**config.mk**
```make
export PLATFORM = sky130hd
export DESIGN_NAME = pmc_top
export DESIGN_NICKNAME = d
export VERILOG_FILES = /design/src/pmc_pkg.sv /design/src/pmc_regs.sv /design/src/pmc_wake.sv /design/src/pmc_top.sv
export SDC_FILE = /design/constraint.sdc
export NUM_CORES = 1
export LEC_CHECK = 0
export BUFFER_PORTS_ARGS = -buffer_cell sky130_fd_sc_hd__clkbuf_2
export CAP_MARGIN = 10
export CORE_AREA = 2 2 160 162
export CTS_BUF_LIST = sky130_fd_sc_hd__clkbuf_16
export CTS_CLUSTER_SIZE = 24
export DETAILED_ROUTE_END_ITERATION = 12
export DIE_AREA = 0 0 162 164
export HOLD_SLACK_MARGIN = 0.05
export PLACE_DENSITY = 0.46
export SLEW_MARGIN = 20
export SYNTH_ARGS = -nofsm -noshare
export SYNTH_HDL_FRONTEND = slang
export SYNTH_SLANG_ARGS = --single-unit
```
**constraint.sdc**
```tcl
create_clock -name aclk -period 5.1 [get_ports aclk]
set_input_delay 0.51 -clock aclk [delete_from_list [all_inputs] [get_ports aclk]]
set_output_delay 0.51 -clock aclk [all_outputs]
set_load 0.005 [all_outputs]
```
**src/pmc_pkg.sv**
```systemverilog
// shared constants for the power mode controller
package pmc_pkg;
  // register byte offsets
  localparam logic [7:0] PMC_CTRL_OFS = 8'h00;
  localparam logic [7:0] PMC_STAT_OFS = 8'h04;
  localparam logic [7:0] PMC_PULL_OFS = 8'h08;
  // control fields
  localparam int PMC_LPMS_LSB = 0;
  localparam int PMC_LPMS_W = 3;
  localparam int PMC_LPR_BIT = 3;
  localparam int PMC_RTCEN_BIT = 4;
  localparam int PMC_WKPOL_BIT = 5;
  localparam int PMC_CHG_BIT = 6;
  localparam logic [31:0] PMC_CTRL_RST = 32'h00000000;
  localparam logic [1:0] AXI_OKAY = 2'h0;
  localparam logic [1:0] AXI_SLVERR = 2'h2;
  // requested low-power mode codes
  localparam logic [2:0] PMC_SEL_SLEEP = 3'h0;
  localparam logic [2:0] PMC_SEL_STOP0 = 3'h1;
  localparam logic [2:0] PMC_SEL_STOP1 = 3'h2;
  localparam logic [2:0] PMC_SEL_STBY = 3'h3;
  // clock figures
  localparam int PMC_SYS_HZ = 40000000;
  localparam int PMC_LPRUN_MAX_HZ = 2000000;
  // divider for the low-power run processor clock, rounded up so it never exceeds the limit
  localparam int PMC_LPRUN_DIV = (PMC_SYS_HZ + PMC_LPRUN_MAX_HZ - 1) / PMC_LPRUN_MAX_HZ;
  localparam int PMC_DIV_W = 5;
  typedef enum logic [2:0] {
    PMC_RUN = 3'b000,
    PMC_SLEEP = 3'b001,
    PMC_LPRUN = 3'b010,
    PMC_LPSLEEP = 3'b011,
    PMC_STOP0 = 3'b100,
    PMC_STOP1 = 3'b101,
    PMC_STANDBY = 3'b110
  } pmc_mode_t;
endpackage

```
**src/pmc_regs.sv**
```systemverilog
// axi4-lite register slave for the power mode controller
`timescale 1ns/1ps
module pmc_regs
  import pmc_pkg::*;
(
  input wire logic aclk,
  input wire logic aresetn,
  input wire logic [7:0] s_axi_awaddr,
  input wire logic s_axi_awvalid,
  output logic s_axi_awready,
  input wire logic [31:0] s_axi_wdata,
  input wire logic [3:0] s_axi_wstrb,
  input wire logic s_axi_wvalid,
  output logic s_axi_wready,
  output logic [1:0] s_axi_bresp,
  output logic s_axi_bvalid,
  input wire logic s_axi_bready,
  input wire logic [7:0] s_axi_araddr,
  input wire logic s_axi_arvalid,
  output logic s_axi_arready,
  output logic [31:0] s_axi_rdata,
  output logic [1:0] s_axi_rresp,
  output logic s_axi_rvalid,
  input wire logic s_axi_rready,
  input wire logic [31:0] status,
  input wire logic standby_wipe,
  output logic [31:0] ctrl,
  output logic [31:0] pull_cfg
);
  logic aw_held_r;
  logic w_held_r;
  logic [7:0] awaddr_r;
  logic [31:0] wdata_r;
  logic [3:0] wstrb_r;
  logic [31:0] ctrl_r;
  logic [31:0] pull_r;
  // address and data latched separately, either order
  wire do_write = aw_held_r && w_held_r && !s_axi_bvalid;
  wire wr_ctrl = do_write && (awaddr_r == PMC_CTRL_OFS);
  wire wr_pull = do_write && (awaddr_r == PMC_PULL_OFS);
  wire wr_hit = wr_ctrl || wr_pull;
  wire rd_ctrl = s_axi_araddr == PMC_CTRL_OFS;
  wire rd_stat = s_axi_araddr == PMC_STAT_OFS;
  wire rd_pull = s_axi_araddr == PMC_PULL_OFS;
  wire rd_hit = rd_ctrl || rd_stat || rd_pull;
  wire [31:0] rd_mux = rd_ctrl ? ctrl_r : rd_stat ? status : rd_pull ? pull_r : 32'h00000000;
  wire [31:0] wmask = {{8{wstrb_r[3]}}, {8{wstrb_r[2]}}, {8{wstrb_r[1]}}, {8{wstrb_r[0]}}};
  // rtc enable and wake polarity live in the standby circuitry; losing them would break the wake
  wire [31:0] stby_keep = (32'h1 << PMC_RTCEN_BIT) | (32'h1 << PMC_WKPOL_BIT);
  assign s_axi_awready = !aw_held_r;
  assign s_axi_wready = !w_held_r;
  assign s_axi_arready = !s_axi_rvalid;
  assign ctrl = ctrl_r;
  assign pull_cfg = pull_r;
  // write channel capture and response
  always_ff @(posedge aclk) begin
    if (!aresetn) begin
      aw_held_r <= 1'b0;
      w_held_r <= 1'b0;
      awaddr_r <= 8'h00;
      wdata_r <= 32'h00000000;
      wstrb_r <= 4'h0;
      s_axi_bvalid <= 1'b0;
      s_axi_bresp <= AXI_OKAY;
    end else begin
      if (s_axi_awvalid && s_axi_awready) begin
        aw_held_r <= 1'b1;
        awaddr_r <= s_axi_awaddr;
      end
      if (s_axi_wvalid && s_axi_wready) begin
        w_held_r <= 1'b1;
        wdata_r <= s_axi_wdata;
        wstrb_r <= s_axi_wstrb;
      end
      if (do_write) begin
        s_axi_bvalid <= 1'b1;
        s_axi_bresp <= wr_hit ? AXI_OKAY : AXI_SLVERR;
      end else if (s_axi_bvalid && s_axi_bready) begin
        s_axi_bvalid <= 1'b0;
        aw_held_r <= 1'b0;
        w_held_r <= 1'b0;
      end
    end
  end
  // registers; standby wipes control except its standby fields, pull settings survive
  always_ff @(posedge aclk) begin
    if (!aresetn) begin
      ctrl_r <= PMC_CTRL_RST;
    end else if (standby_wipe) begin
      ctrl_r <= (ctrl_r & stby_keep) | (PMC_CTRL_RST & ~stby_keep);
    end else if (wr_ctrl) begin
      ctrl_r <= (ctrl_r & ~wmask) | (wdata_r & wmask);
    end
  end
  always_ff @(posedge aclk) begin
    if (!aresetn) begin
      pull_r <= 32'h00000000;
    end else if (wr_pull) begin
      pull_r <= (pull_r & ~wmask) | (wdata_r & wmask);
    end
  end
  // read channel
  always_ff @(posedge aclk) begin
    if (!aresetn) begin
      s_axi_rvalid <= 1'b0;
      s_axi_rdata <= 32'h00000000;
      s_axi_rresp <= AXI_OKAY;
    end else if (s_axi_arvalid && s_axi_arready) begin
      s_axi_rvalid <= 1'b1;
      s_axi_rdata <= rd_mux;
      s_axi_rresp <= rd_hit ? AXI_OKAY : AXI_SLVERR;
    end else if (s_axi_rready) begin
      s_axi_rvalid <= 1'b0;
    end
  end
endmodule

```
**src/pmc_wake.sv**
```systemverilog
// standby wake-source detector
`timescale 1ns/1ps
module pmc_wake
  import pmc_pkg::*;
(
  input wire logic aclk,
  input wire logic aresetn,
  input wire logic wakeup_pin,
  input wire logic wake_rising,
  input wire logic rtc_event,
  input wire logic lse_fail,
  input wire logic watchdog_reset,
  input wire logic ext_reset,
  output logic standby_exit
);
  logic pin_d_r;
  // edge on the wakeup pin, polarity selectable
  wire rise = wakeup_pin && !pin_d_r;
  wire fall = !wakeup_pin && pin_d_r;
  wire pin_edge = wake_rising ? rise : fall;
  always_ff @(posedge aclk) begin
    if (!aresetn) begin
      pin_d_r <= 1'b0;
    end else begin
      pin_d_r <= wakeup_pin;
    end
  end
  assign standby_exit = pin_edge || rtc_event || lse_fail || watchdog_reset || ext_reset;
endmodule

```
**src/pmc_top.sv**
```systemverilog
// power mode controller: mode sequencing, regulators, clocks, reset-time pins
`timescale 1ns/1ps
module pmc_top
  import pmc_pkg::*;
#(
  parameter int NUM_IO = 16,
  parameter int NUM_TRIG = 8,
  parameter logic [NUM_TRIG-1:0] TRIG_IN_SLEEP = {NUM_TRIG{1'b1}}
)
(
  input wire logic aclk,
  input wire logic aresetn,
  input wire logic [7:0] s_axi_awaddr,
  input wire logic s_axi_awvalid,
  output logic s_axi_awready,
  input wire logic [31:0] s_axi_wdata,
  input wire logic [3:0] s_axi_wstrb,
  input wire logic s_axi_wvalid,
  output logic s_axi_wready,
  output logic [1:0] s_axi_bresp,
  output logic s_axi_bvalid,
  input wire logic s_axi_bready,
  input wire logic [7:0] s_axi_araddr,
  input wire logic s_axi_arvalid,
  output logic s_axi_arready,
  output logic [31:0] s_axi_rdata,
  output logic [1:0] s_axi_rresp,
  output logic s_axi_rvalid,
  input wire logic s_axi_rready,
  input wire logic wfi_req,
  input wire logic wake_event,
  input wire logic periph_osc_req,
  input wire logic supply_low,
  input wire logic ext_reset,
  input wire logic watchdog_reset,
  input wire logic sw_reset,
  input wire logic wakeup_pin,
  input wire logic rtc_event,
  input wire logic lse_fail,
  input wire logic main_supply_ok,
  input wire logic backup_supply_ok,
  input wire logic hard_fault,
  input wire logic [NUM_TRIG-1:0] trig_in,
  output logic [NUM_TRIG-1:0] trig_out,
  output logic hard_fault_break,
  output logic cpu_clk_en,
  output logic periph_clk_en,
  output logic kernel_osc_allow,
  output logic main_regulator_en,
  output logic low_power_regulator_en,
  output logic regulator_hiz,
  output logic pll_en,
  output logic internal_16mhz_osc_en,
  output logic external_crystal_osc_en,
  output logic low_speed_crystal_osc_en,
  output logic low_speed_internal_osc_en,
  output logic rtc_en,
  output logic retain,
  output logic [NUM_IO-1:0] io_pull_up,
  output logic [NUM_IO-1:0] io_pull_down,
  output logic schmitt_en,
  output logic system_reset_n,
  output logic reset_pin_pullup_en,
  output logic backup_on_main,
  output logic charge_en,
  output logic backup_mode
);
  pmc_mode_t mode_r;
  pmc_mode_t mode_nxt;
  logic [PMC_DIV_W-1:0] div_r;
  logic reset_hold_r;
  logic internal_src_r;
  logic [31:0] ctrl;
  logic [31:0] pull_cfg;
  logic standby_exit;

  // status word: backup flag, last reset source, mode, input stage enable
  wire [31:0] status_word = {26'h0, backup_mode, internal_src_r, mode_r, schmitt_en};

  // reset sources; supply threshold reset always active, even in standby
  wire internal_rst = watchdog_reset || sw_reset || supply_low;
  wire any_rst = !aresetn || ext_reset || internal_rst;

  // control fields
  wire [PMC_LPMS_W-1:0] sel = ctrl[PMC_LPMS_LSB +: PMC_LPMS_W];
  wire lpr_req = ctrl[PMC_LPR_BIT];
  wire rtc_cfg = ctrl[PMC_RTCEN_BIT];
  wire wake_rising = ctrl[PMC_WKPOL_BIT];
  wire charge_req = ctrl[PMC_CHG_BIT];

  wire in_run = (mode_r == PMC_RUN) || (mode_r == PMC_LPRUN);
  wire in_sleep = (mode_r == PMC_SLEEP) || (mode_r == PMC_LPSLEEP);
  wire in_stop = (mode_r == PMC_STOP0) || (mode_r == PMC_STOP1);
  wire in_stby = mode_r == PMC_STANDBY;
  wire low_pwr = (mode_r == PMC_LPRUN) || (mode_r == PMC_LPSLEEP) || in_stop;

  wire wake_ok = wake_event && !backup_mode;

  pmc_wake u_wake (
    .aclk(aclk),
    .aresetn(aresetn),
    .wakeup_pin(wakeup_pin),
    .wake_rising(wake_rising),
    .rtc_event(rtc_event && !backup_mode),
    .lse_fail(lse_fail),
    .watchdog_reset(watchdog_reset),
    .ext_reset(ext_reset),
    .standby_exit(standby_exit)
  );

  pmc_regs u_regs (
    .aclk(aclk),
    .aresetn(aresetn),
    .s_axi_awaddr(s_axi_awaddr),
    .s_axi_awvalid(s_axi_awvalid),
    .s_axi_awready(s_axi_awready),
    .s_axi_wdata(s_axi_wdata),
    .s_axi_wstrb(s_axi_wstrb),
    .s_axi_wvalid(s_axi_wvalid),
    .s_axi_wready(s_axi_wready),
    .s_axi_bresp(s_axi_bresp),
    .s_axi_bvalid(s_axi_bvalid),
    .s_axi_bready(s_axi_bready),
    .s_axi_araddr(s_axi_araddr),
    .s_axi_arvalid(s_axi_arvalid),
    .s_axi_arready(s_axi_arready),
    .s_axi_rdata(s_axi_rdata),
    .s_axi_rresp(s_axi_rresp),
    .s_axi_rvalid(s_axi_rvalid),
    .s_axi_rready(s_axi_rready),
    .status(status_word),
    .standby_wipe(in_stby),
    .ctrl(ctrl),
    .pull_cfg(pull_cfg)
  );

  // mode transitions
  always_comb begin
    mode_nxt = mode_r;
    unique case (mode_r)
      PMC_RUN: begin
        if (wfi_req) begin
          if (sel == PMC_SEL_STOP0) mode_nxt = PMC_STOP0;
          else if (sel == PMC_SEL_STOP1) mode_nxt = PMC_STOP1;
          else if (sel == PMC_SEL_STBY) mode_nxt = PMC_STANDBY;
          else mode_nxt = PMC_SLEEP;
        end else if (lpr_req) begin
          mode_nxt = PMC_LPRUN;
        end
      end
      PMC_SLEEP: if (wake_ok) mode_nxt = PMC_RUN;
      PMC_LPRUN: begin
        // low-power sleep only reached from here
        if (wfi_req) begin
          if (sel == PMC_SEL_STOP0) mode_nxt = PMC_STOP0;
          else if (sel == PMC_SEL_STOP1) mode_nxt = PMC_STOP1;
          else if (sel == PMC_SEL_STBY) mode_nxt = PMC_STANDBY;
          else mode_nxt = PMC_LPSLEEP;
        end else if (!lpr_req) begin
          mode_nxt = PMC_RUN;
        end
      end
      PMC_LPSLEEP: if (wake_ok) mode_nxt = PMC_LPRUN;
      PMC_STOP0, PMC_STOP1: if (wake_ok) mode_nxt = lpr_req ? PMC_LPRUN : PMC_RUN;
      PMC_STANDBY: if (standby_exit && !backup_mode) mode_nxt = PMC_RUN;
      default: mode_nxt = PMC_RUN;
    endcase
  end

  // mode register; every reset lands in run
  always_ff @(posedge aclk) begin
    if (any_rst) mode_r <= PMC_RUN;
    else mode_r <= mode_nxt;
  end

  // schmitt triggers stay off one cycle past reset release
  always_ff @(posedge aclk) begin
    if (any_rst) reset_hold_r <= 1'b1;
    else reset_hold_r <= 1'b0;
  end

  // remember whether the last reset came from inside
  always_ff @(posedge aclk) begin
    if (!aresetn) internal_src_r <= 1'b0;
    else if (internal_rst) internal_src_r <= 1'b1;
    else if (ext_reset) internal_src_r <= 1'b0;
  end

  // processor clock divider for low-power run, never above 2 MHz
  always_ff @(posedge aclk) begin
    if (!aresetn || div_r == PMC_DIV_W'(PMC_LPRUN_DIV - 1)) div_r <= '0;
    else div_r <= div_r + 1'b1;
  end

  // clock gating: only cpu stops in sleeps; all stop in stop/standby
  assign cpu_clk_en = (mode_r == PMC_RUN) || ((mode_r == PMC_LPRUN) && (div_r == '0));
  assign periph_clk_en = in_run || in_sleep;
  // kernel clock from 16 MHz oscillator in low-power run
  assign kernel_osc_allow = in_run || in_sleep;

  assign main_regulator_en = (mode_r == PMC_RUN) || (mode_r == PMC_SLEEP) || (mode_r == PMC_STOP0);
  assign low_power_regulator_en = low_pwr;
  assign regulator_hiz = in_stby;

  // oscillators; wake-capable peripheral may keep 16 MHz alive in stop, not in standby
  assign pll_en = !(in_stop || in_stby);
  assign internal_16mhz_osc_en = !(in_stop || in_stby) || (in_stop && periph_osc_req);
  assign external_crystal_osc_en = !(in_stop || in_stby);
  assign low_speed_crystal_osc_en = 1'b1;
  assign low_speed_internal_osc_en = 1'b1;
  assign rtc_en = (in_stby || in_stop) ? rtc_cfg : 1'b1;
  assign retain = !in_stby;

  // per-pin standby pulls, two bits per pin
  genvar gi;
  generate
    for (gi = 0; gi < NUM_IO; gi = gi + 1) begin : g_pull
      assign io_pull_up[gi] = in_stby && pull_cfg[2*gi];
      assign io_pull_down[gi] = in_stby && pull_cfg[2*gi+1] && !pull_cfg[2*gi];
    end
  endgenerate

  assign system_reset_n = !any_rst;
  assign schmitt_en = !any_rst && !reset_hold_r;
  // pull-up off for internal reset source
  assign reset_pin_pullup_en = !internal_src_r;

  assign backup_on_main = main_supply_ok && backup_supply_ok;
  assign backup_mode = !main_supply_ok;
  assign charge_en = charge_req && main_supply_ok;

  generate
    for (gi = 0; gi < NUM_TRIG; gi = gi + 1) begin : g_trig
      assign trig_out[gi] = trig_in[gi] && (in_run || (in_sleep && TRIG_IN_SLEEP[gi]));
    end
  endgenerate
  assign hard_fault_break = hard_fault && in_run;
endmodule

```
Word-level counts from Yosys, hierarchy flattened
Index checks and enable logic that the tools add are counted.
- output and inout bits: 101
- bits of input ports: 80
- logic and storage cells: 220
- flip-flop bits (word level): 159
- add/sub/neg operators: 1
- multiplexer cells: 36
- bitwise operators: 8
- equal/unequal tests: 19
- reductions and logical operators: 138
- operator list (operator ; number):
    $and 32x32->32 ; 3
    $mux 32 ; 3
    $logic_and 1x1->1 ; 75
    $or 32x32->32 ; 2
    $mux 3 ; 14
    $not 32->32 ; 1
    $logic_not 1->1 ; 29
    $logic_or 1x1->1 ; 23
    $pmux 3 s6 ; 1
    $eq 8x4->1 const B ; 2
    $logic_not 8->1 ; 2
    $mux 1 ; 15
    $eq 3x2->1 const B ; 4
    $eq 3x3->1 const B ; 3
    $eq 8x3->1 const B ; 1
    $eq 3x1->1 const B ; 2
    $mux 2 ; 3
    $ne 2x2->1 const B ; 3
    $reduce_and 6->1 ; 1
    $reduce_bool 2->1 ; 3
    $add 5x1->5 const B ; 1
    $eq 5x5->1 const B ; 1
    $logic_not 5->1 ; 1
    $reduce_or 2->1 ; 2
    6 further kinds ; 7

Longest topological paths before layout
- word-level depth: 10
- gate-level depth with buffers: 9

Cells and area by module
A second synthesis with hierarchy kept.
- cell total of the unflattened synthesis: 875
- area, all modules: 7551.0 um^2
- by module, submodules not included (module ; area each (um^2) ; cells each ; times used ; sequential area each (um^2)):
    pmc_regs ; 6457.4 ; 732 ; 1 ; 2922.8
    pmc_top ; 1039.7 ; 137 ; 1 ; 200.2
    pmc_wake ; 53.8 ; 6 ; 1 ; 20.0

Worst setup path before layout
OpenSTA, ideal clock, no wires.
- kind: reg2out
- start: register mode_r[1]
- end: output rtc_en
- slack: 3109 ps
- data arrival time: 1481 ps
- required time: 4590 ps
- cell stages (with the launch flop): 9
- cells stage by stage: dfxtp_1 > buf_2 > inv_2 > or3_1 > buf_2 > inv_1 > buf_2 > nor2_1 > or2_1
- longest elaborated chain between the ends: 4
- elaborated cells on any way between the ends: 6
- ends and longest elaborated chain (element ; RTL line ; source):
    start: declaration ; pmc_top.sv:68 ; pmc_mode_t mode_r;
    start signal: assignment ; pmc_top.sv:173 ; else mode_r <= mode_nxt;
    $eq 3x3->1 ; pmc_top.sv:93 ; wire in_stop = (mode_r == PMC_STOP0) || (mode_r == PMC_STOP1);
    $logic_or 1x1->1 ; pmc_top.sv:93 ;
    $logic_or 1x1->1 * ; pmc_top.sv:211 ; assign rtc_en = (in_stby || in_stop) ? rtc_cfg : 1'b1;
    $mux 1 * ; pmc_top.sv:211 ;
    end: declaration ; pmc_top.sv:57 ; output logic rtc_en,
Mark *: on every way between the ends. The rest lies on a longest branch, timed or not.

Worst setup path in the final report
- start: register mode_r[2]
- end: output rtc_en
Same word-level chain as after synthesis.

==> summary.md <==
| Metric | Value |
|---|---|
| Outcome | `completed` |
| Crit. Startpoint | `mode_r[2]` |
| H-tree Lvls | `4` |
| Post-synthesis cell type count | `47` |
| Post-CTS Setup Bufs | `0` |
| Fin. max-slew vios | `0` |
| Sequential area share after synthesis | `45.89%` |
| # rows | `58` |
| Synth async-reset ratio | `0%` |
| RSZ-0062 raised after global routing | `false` |
| Synth Area per Inst | `8.154 um2` |
| Vias | `5,956` |
| Port-buffer cells | `176` |
| Max Buffers Root-to-Sink | `2` |
| Max-slew headroom | `31.90%` |
| Initial drt markers | `226` |
| Wire per inst | `14.99 um` |
| Layout area overhead | `23.53%` |
| Post-synth top flop | `dfxtp_1` |
| CTS sink cnt | `157` |
| DRC | `0` |
| Clock Tree Root | `clkbuf_16` |
| NumNets Final | `1,066` |
| Num ports | `181` |
| Largest net degree at the start of global routing | `80` |
| Gr ovfl total | `0` |
| Flop2flop setup slack | `2.54 ns` |
| Reg2Reg Launch Point | `mode_r[2]` |
| Share of Yosys cell area claimed by the top area cell type | `45.89%` |
| Gr usage total | `15.39%` |
| Power after layout | `2638 uW` |
| Vias per cell | `4.492` |
| Post-synth EDFFs | `0` |
| Final cycle utilization of the critical path | `64.38%` |
| Drt first pass iters | `4` |
| Commonest non-fill, non-tap cell in the layout | `nand2_1` |
| Placeable Area | `24,820 um2` |
| Pleak | `0.003386 uW` |
| DIE AREA | `26,570 um2` |
| Sequential Area | `3143 um2` |
| Critical Path Source Type | `register` |
| Most frequent cells in the layout | `nand2_1 (220), clkbuf_2 (175), dfxtp_1 (157), o21ai_0 (74), and2_1 (55)` |
| Filler instances | `2,712` |
| Min Clock Period, post-route | `3.284 ns` |
| Worst vdd ir | `0.1518 mV` |
| Clk_lat worst skew | `0.42 ns` |
| Hold path start | `s_axi_awvalid` |
| Syn Inst Count | `840` |
| Vias in the first global route | `5,750` |
| FMAX | `0.3045 GHz` |
| Worst min path class | `input port to register` |
| Share of layout cells above drive strength 1 | `22.41%` |
| Number of max-cap violations | `0` |
| R2R depth | `7` |
| ANT nets after route | `0` |
| Multi-input gate area | `3368 um2` |
| Hold endpoint | `u_regs.aw_held_r` |
| Pin slew with the least headroom to its limit | `1.019 ns` |
| Synthesized area | `6849 um2` |
| Area leader, netlist | `dfxtp_1` |
| Die height | `164 um` |
| CTS clk-pin slew, worst paths | `0.07 ns` |
| RD Place Congestion | `0.7573` |
| Initial antenna violation count | `1` |
| TNS Setup | `0 ns` |
| Min-Delay Path Depth | `2` |
| Setup violations, final | `0` |
| CTS tree | `done` |
| Setup Crit Path Kind | `register to primary output` |
| Post-CTS sizing | `0` |
| Worst setup EP type | `primary output` |
| Top cells by area, synth | `dfxtp_1 (46%), nand2_1 (12%), mux2i_1 (5.6%)` |
| WP data arrival | `2.77 ns` |
| FF-to-FF End | `mode_r[2]` |
| Critical Path RT | `4.59 ns` |
| Hold buffers post-CTS | `0` |
| Worst Clk Skew | `0.01344 ns` |
| First-pass GRT wire length | `31.65 mm` |
| DP Wirelength | `13.25 mm` |
| #FFs+latches synth | `157` |
| Ys Warns | `0` |
| Die width | `162 um` |
| Power density over the cells | `311.8 nW/um2` |
| Starting Density | `27.60%` |
| Drt total wl | `19.88 mm` |
| Final Hold Viols | `0` |
| Clock buffer count from CTS | `17` |
| CP Max Fanout | `22` |
[worst max-delay path: stages, from the launching register on]
cell	delay, ns
dfxtp_1	0.65
inv_1	0.15
or3_1	0.35
inv_1	0.67
nor2_1	0.16
or2_1	0.26
clkbuf_2	0.11
[layout make-up]
type                    count  share of cell area, %
inverters                  17                 0.7542
diodes                      1                0.02958
repair buffers            182                  10.97
flip-flops and latches    157                  37.15
clock inverters            15                  1.375
clock buffers              17                  5.028
well taps                 330                  4.880
multi-input cells         607                  39.81
[synthesized netlist by cell type (2+ instances only)]
cell type,count
nor2b_1,26
nand3b_1,3
buf_1,5
a22oi_1,6
nor4_1,3
buf_2,7
a21boi_1,2
nor3b_1,16
nand2b_1,4
nand2_1,220
o21ai_0,74
a21boi_0,38
conb_1,2
mux2i_1,38
clkbuf_1,37
ha_1,4
o31ai_1,4
a31oi_1,2
inv_1,16
dfxtp_1,157
o21a_1,3
or3_1,2
and3_1,2
nor4_4,2
a21oi_1,34
and2_1,55
buf_6,2
nor3_1,2
buf_4,10
nor2_1,9
nand3_1,38
o22ai_1,2
[cell families (layout without fill, tap and decap cells)]
kind of cell | after synthesis | after routing | share of synthesized area, %
flip-flops | 157 | 157 | 45.89
adder cells (fa/ha/maj) | 4 | 4 | 0.7308
buffers and inverters | 78 | 231 | 5.170
XOR/XNOR | 2 | 2 | 0.2558
AO/OA/AOI/OAI | 172 | 172 | 15.03
other | 2 | 5 | 0.1096
multiplexers | 39 | 39 | 5.718
AND/OR/NAND/NOR | 386 | 386 | 27.09
[through the flow]
stage	area (um2)	utilization (%)	setup WS [ns]	cells	hold WS [ns]
after detailed placement	7915	31.89	2.177	1293	0.4454
after CTS	8457	34.07	1.702	1325	0.2768
after global placement	7915	31.89	2.291	1293	0.4399
final	8461	34.09	1.816	1326	0.2963
after global routing	8458	34.08	1.505	1325	0.2906
after floorplan	6857	-	3.109	842	0.4312
[report_power, final]
group          total [uW]  internal [uW]  switching, uW
clock                1180            629            554
combinational         181           74.5            106
sequential           1270           1250           20.7
[layer usage]
layer / track usage (%) / wire, um / share of wire, % / vias up
met2: 25.15 / 9211 / 46 / 133
met5: 0 / 0 / 0 / -
li1: - / - / - / 3078
met3: 3.687 / 930 / 4.7 / 12
met1: 20.48 / 9577 / 48 / 2733
met4: 3.902 / 158 / 0.79 / 0
[worst max path at each step]
stage | endpoint | slack, ns | cells after the start
final | rtc_en | 1.82 | 6
after global routing | rtc_en | 1.50 | 6
after CTS | rtc_en | 1.70 | 6
after floorplan | rtc_en | 3.11 | 8
after detailed placement | rtc_en | 2.18 | 6
after global placement | rtc_en | 2.29 | 6
(Power assumes the default switching activity.)
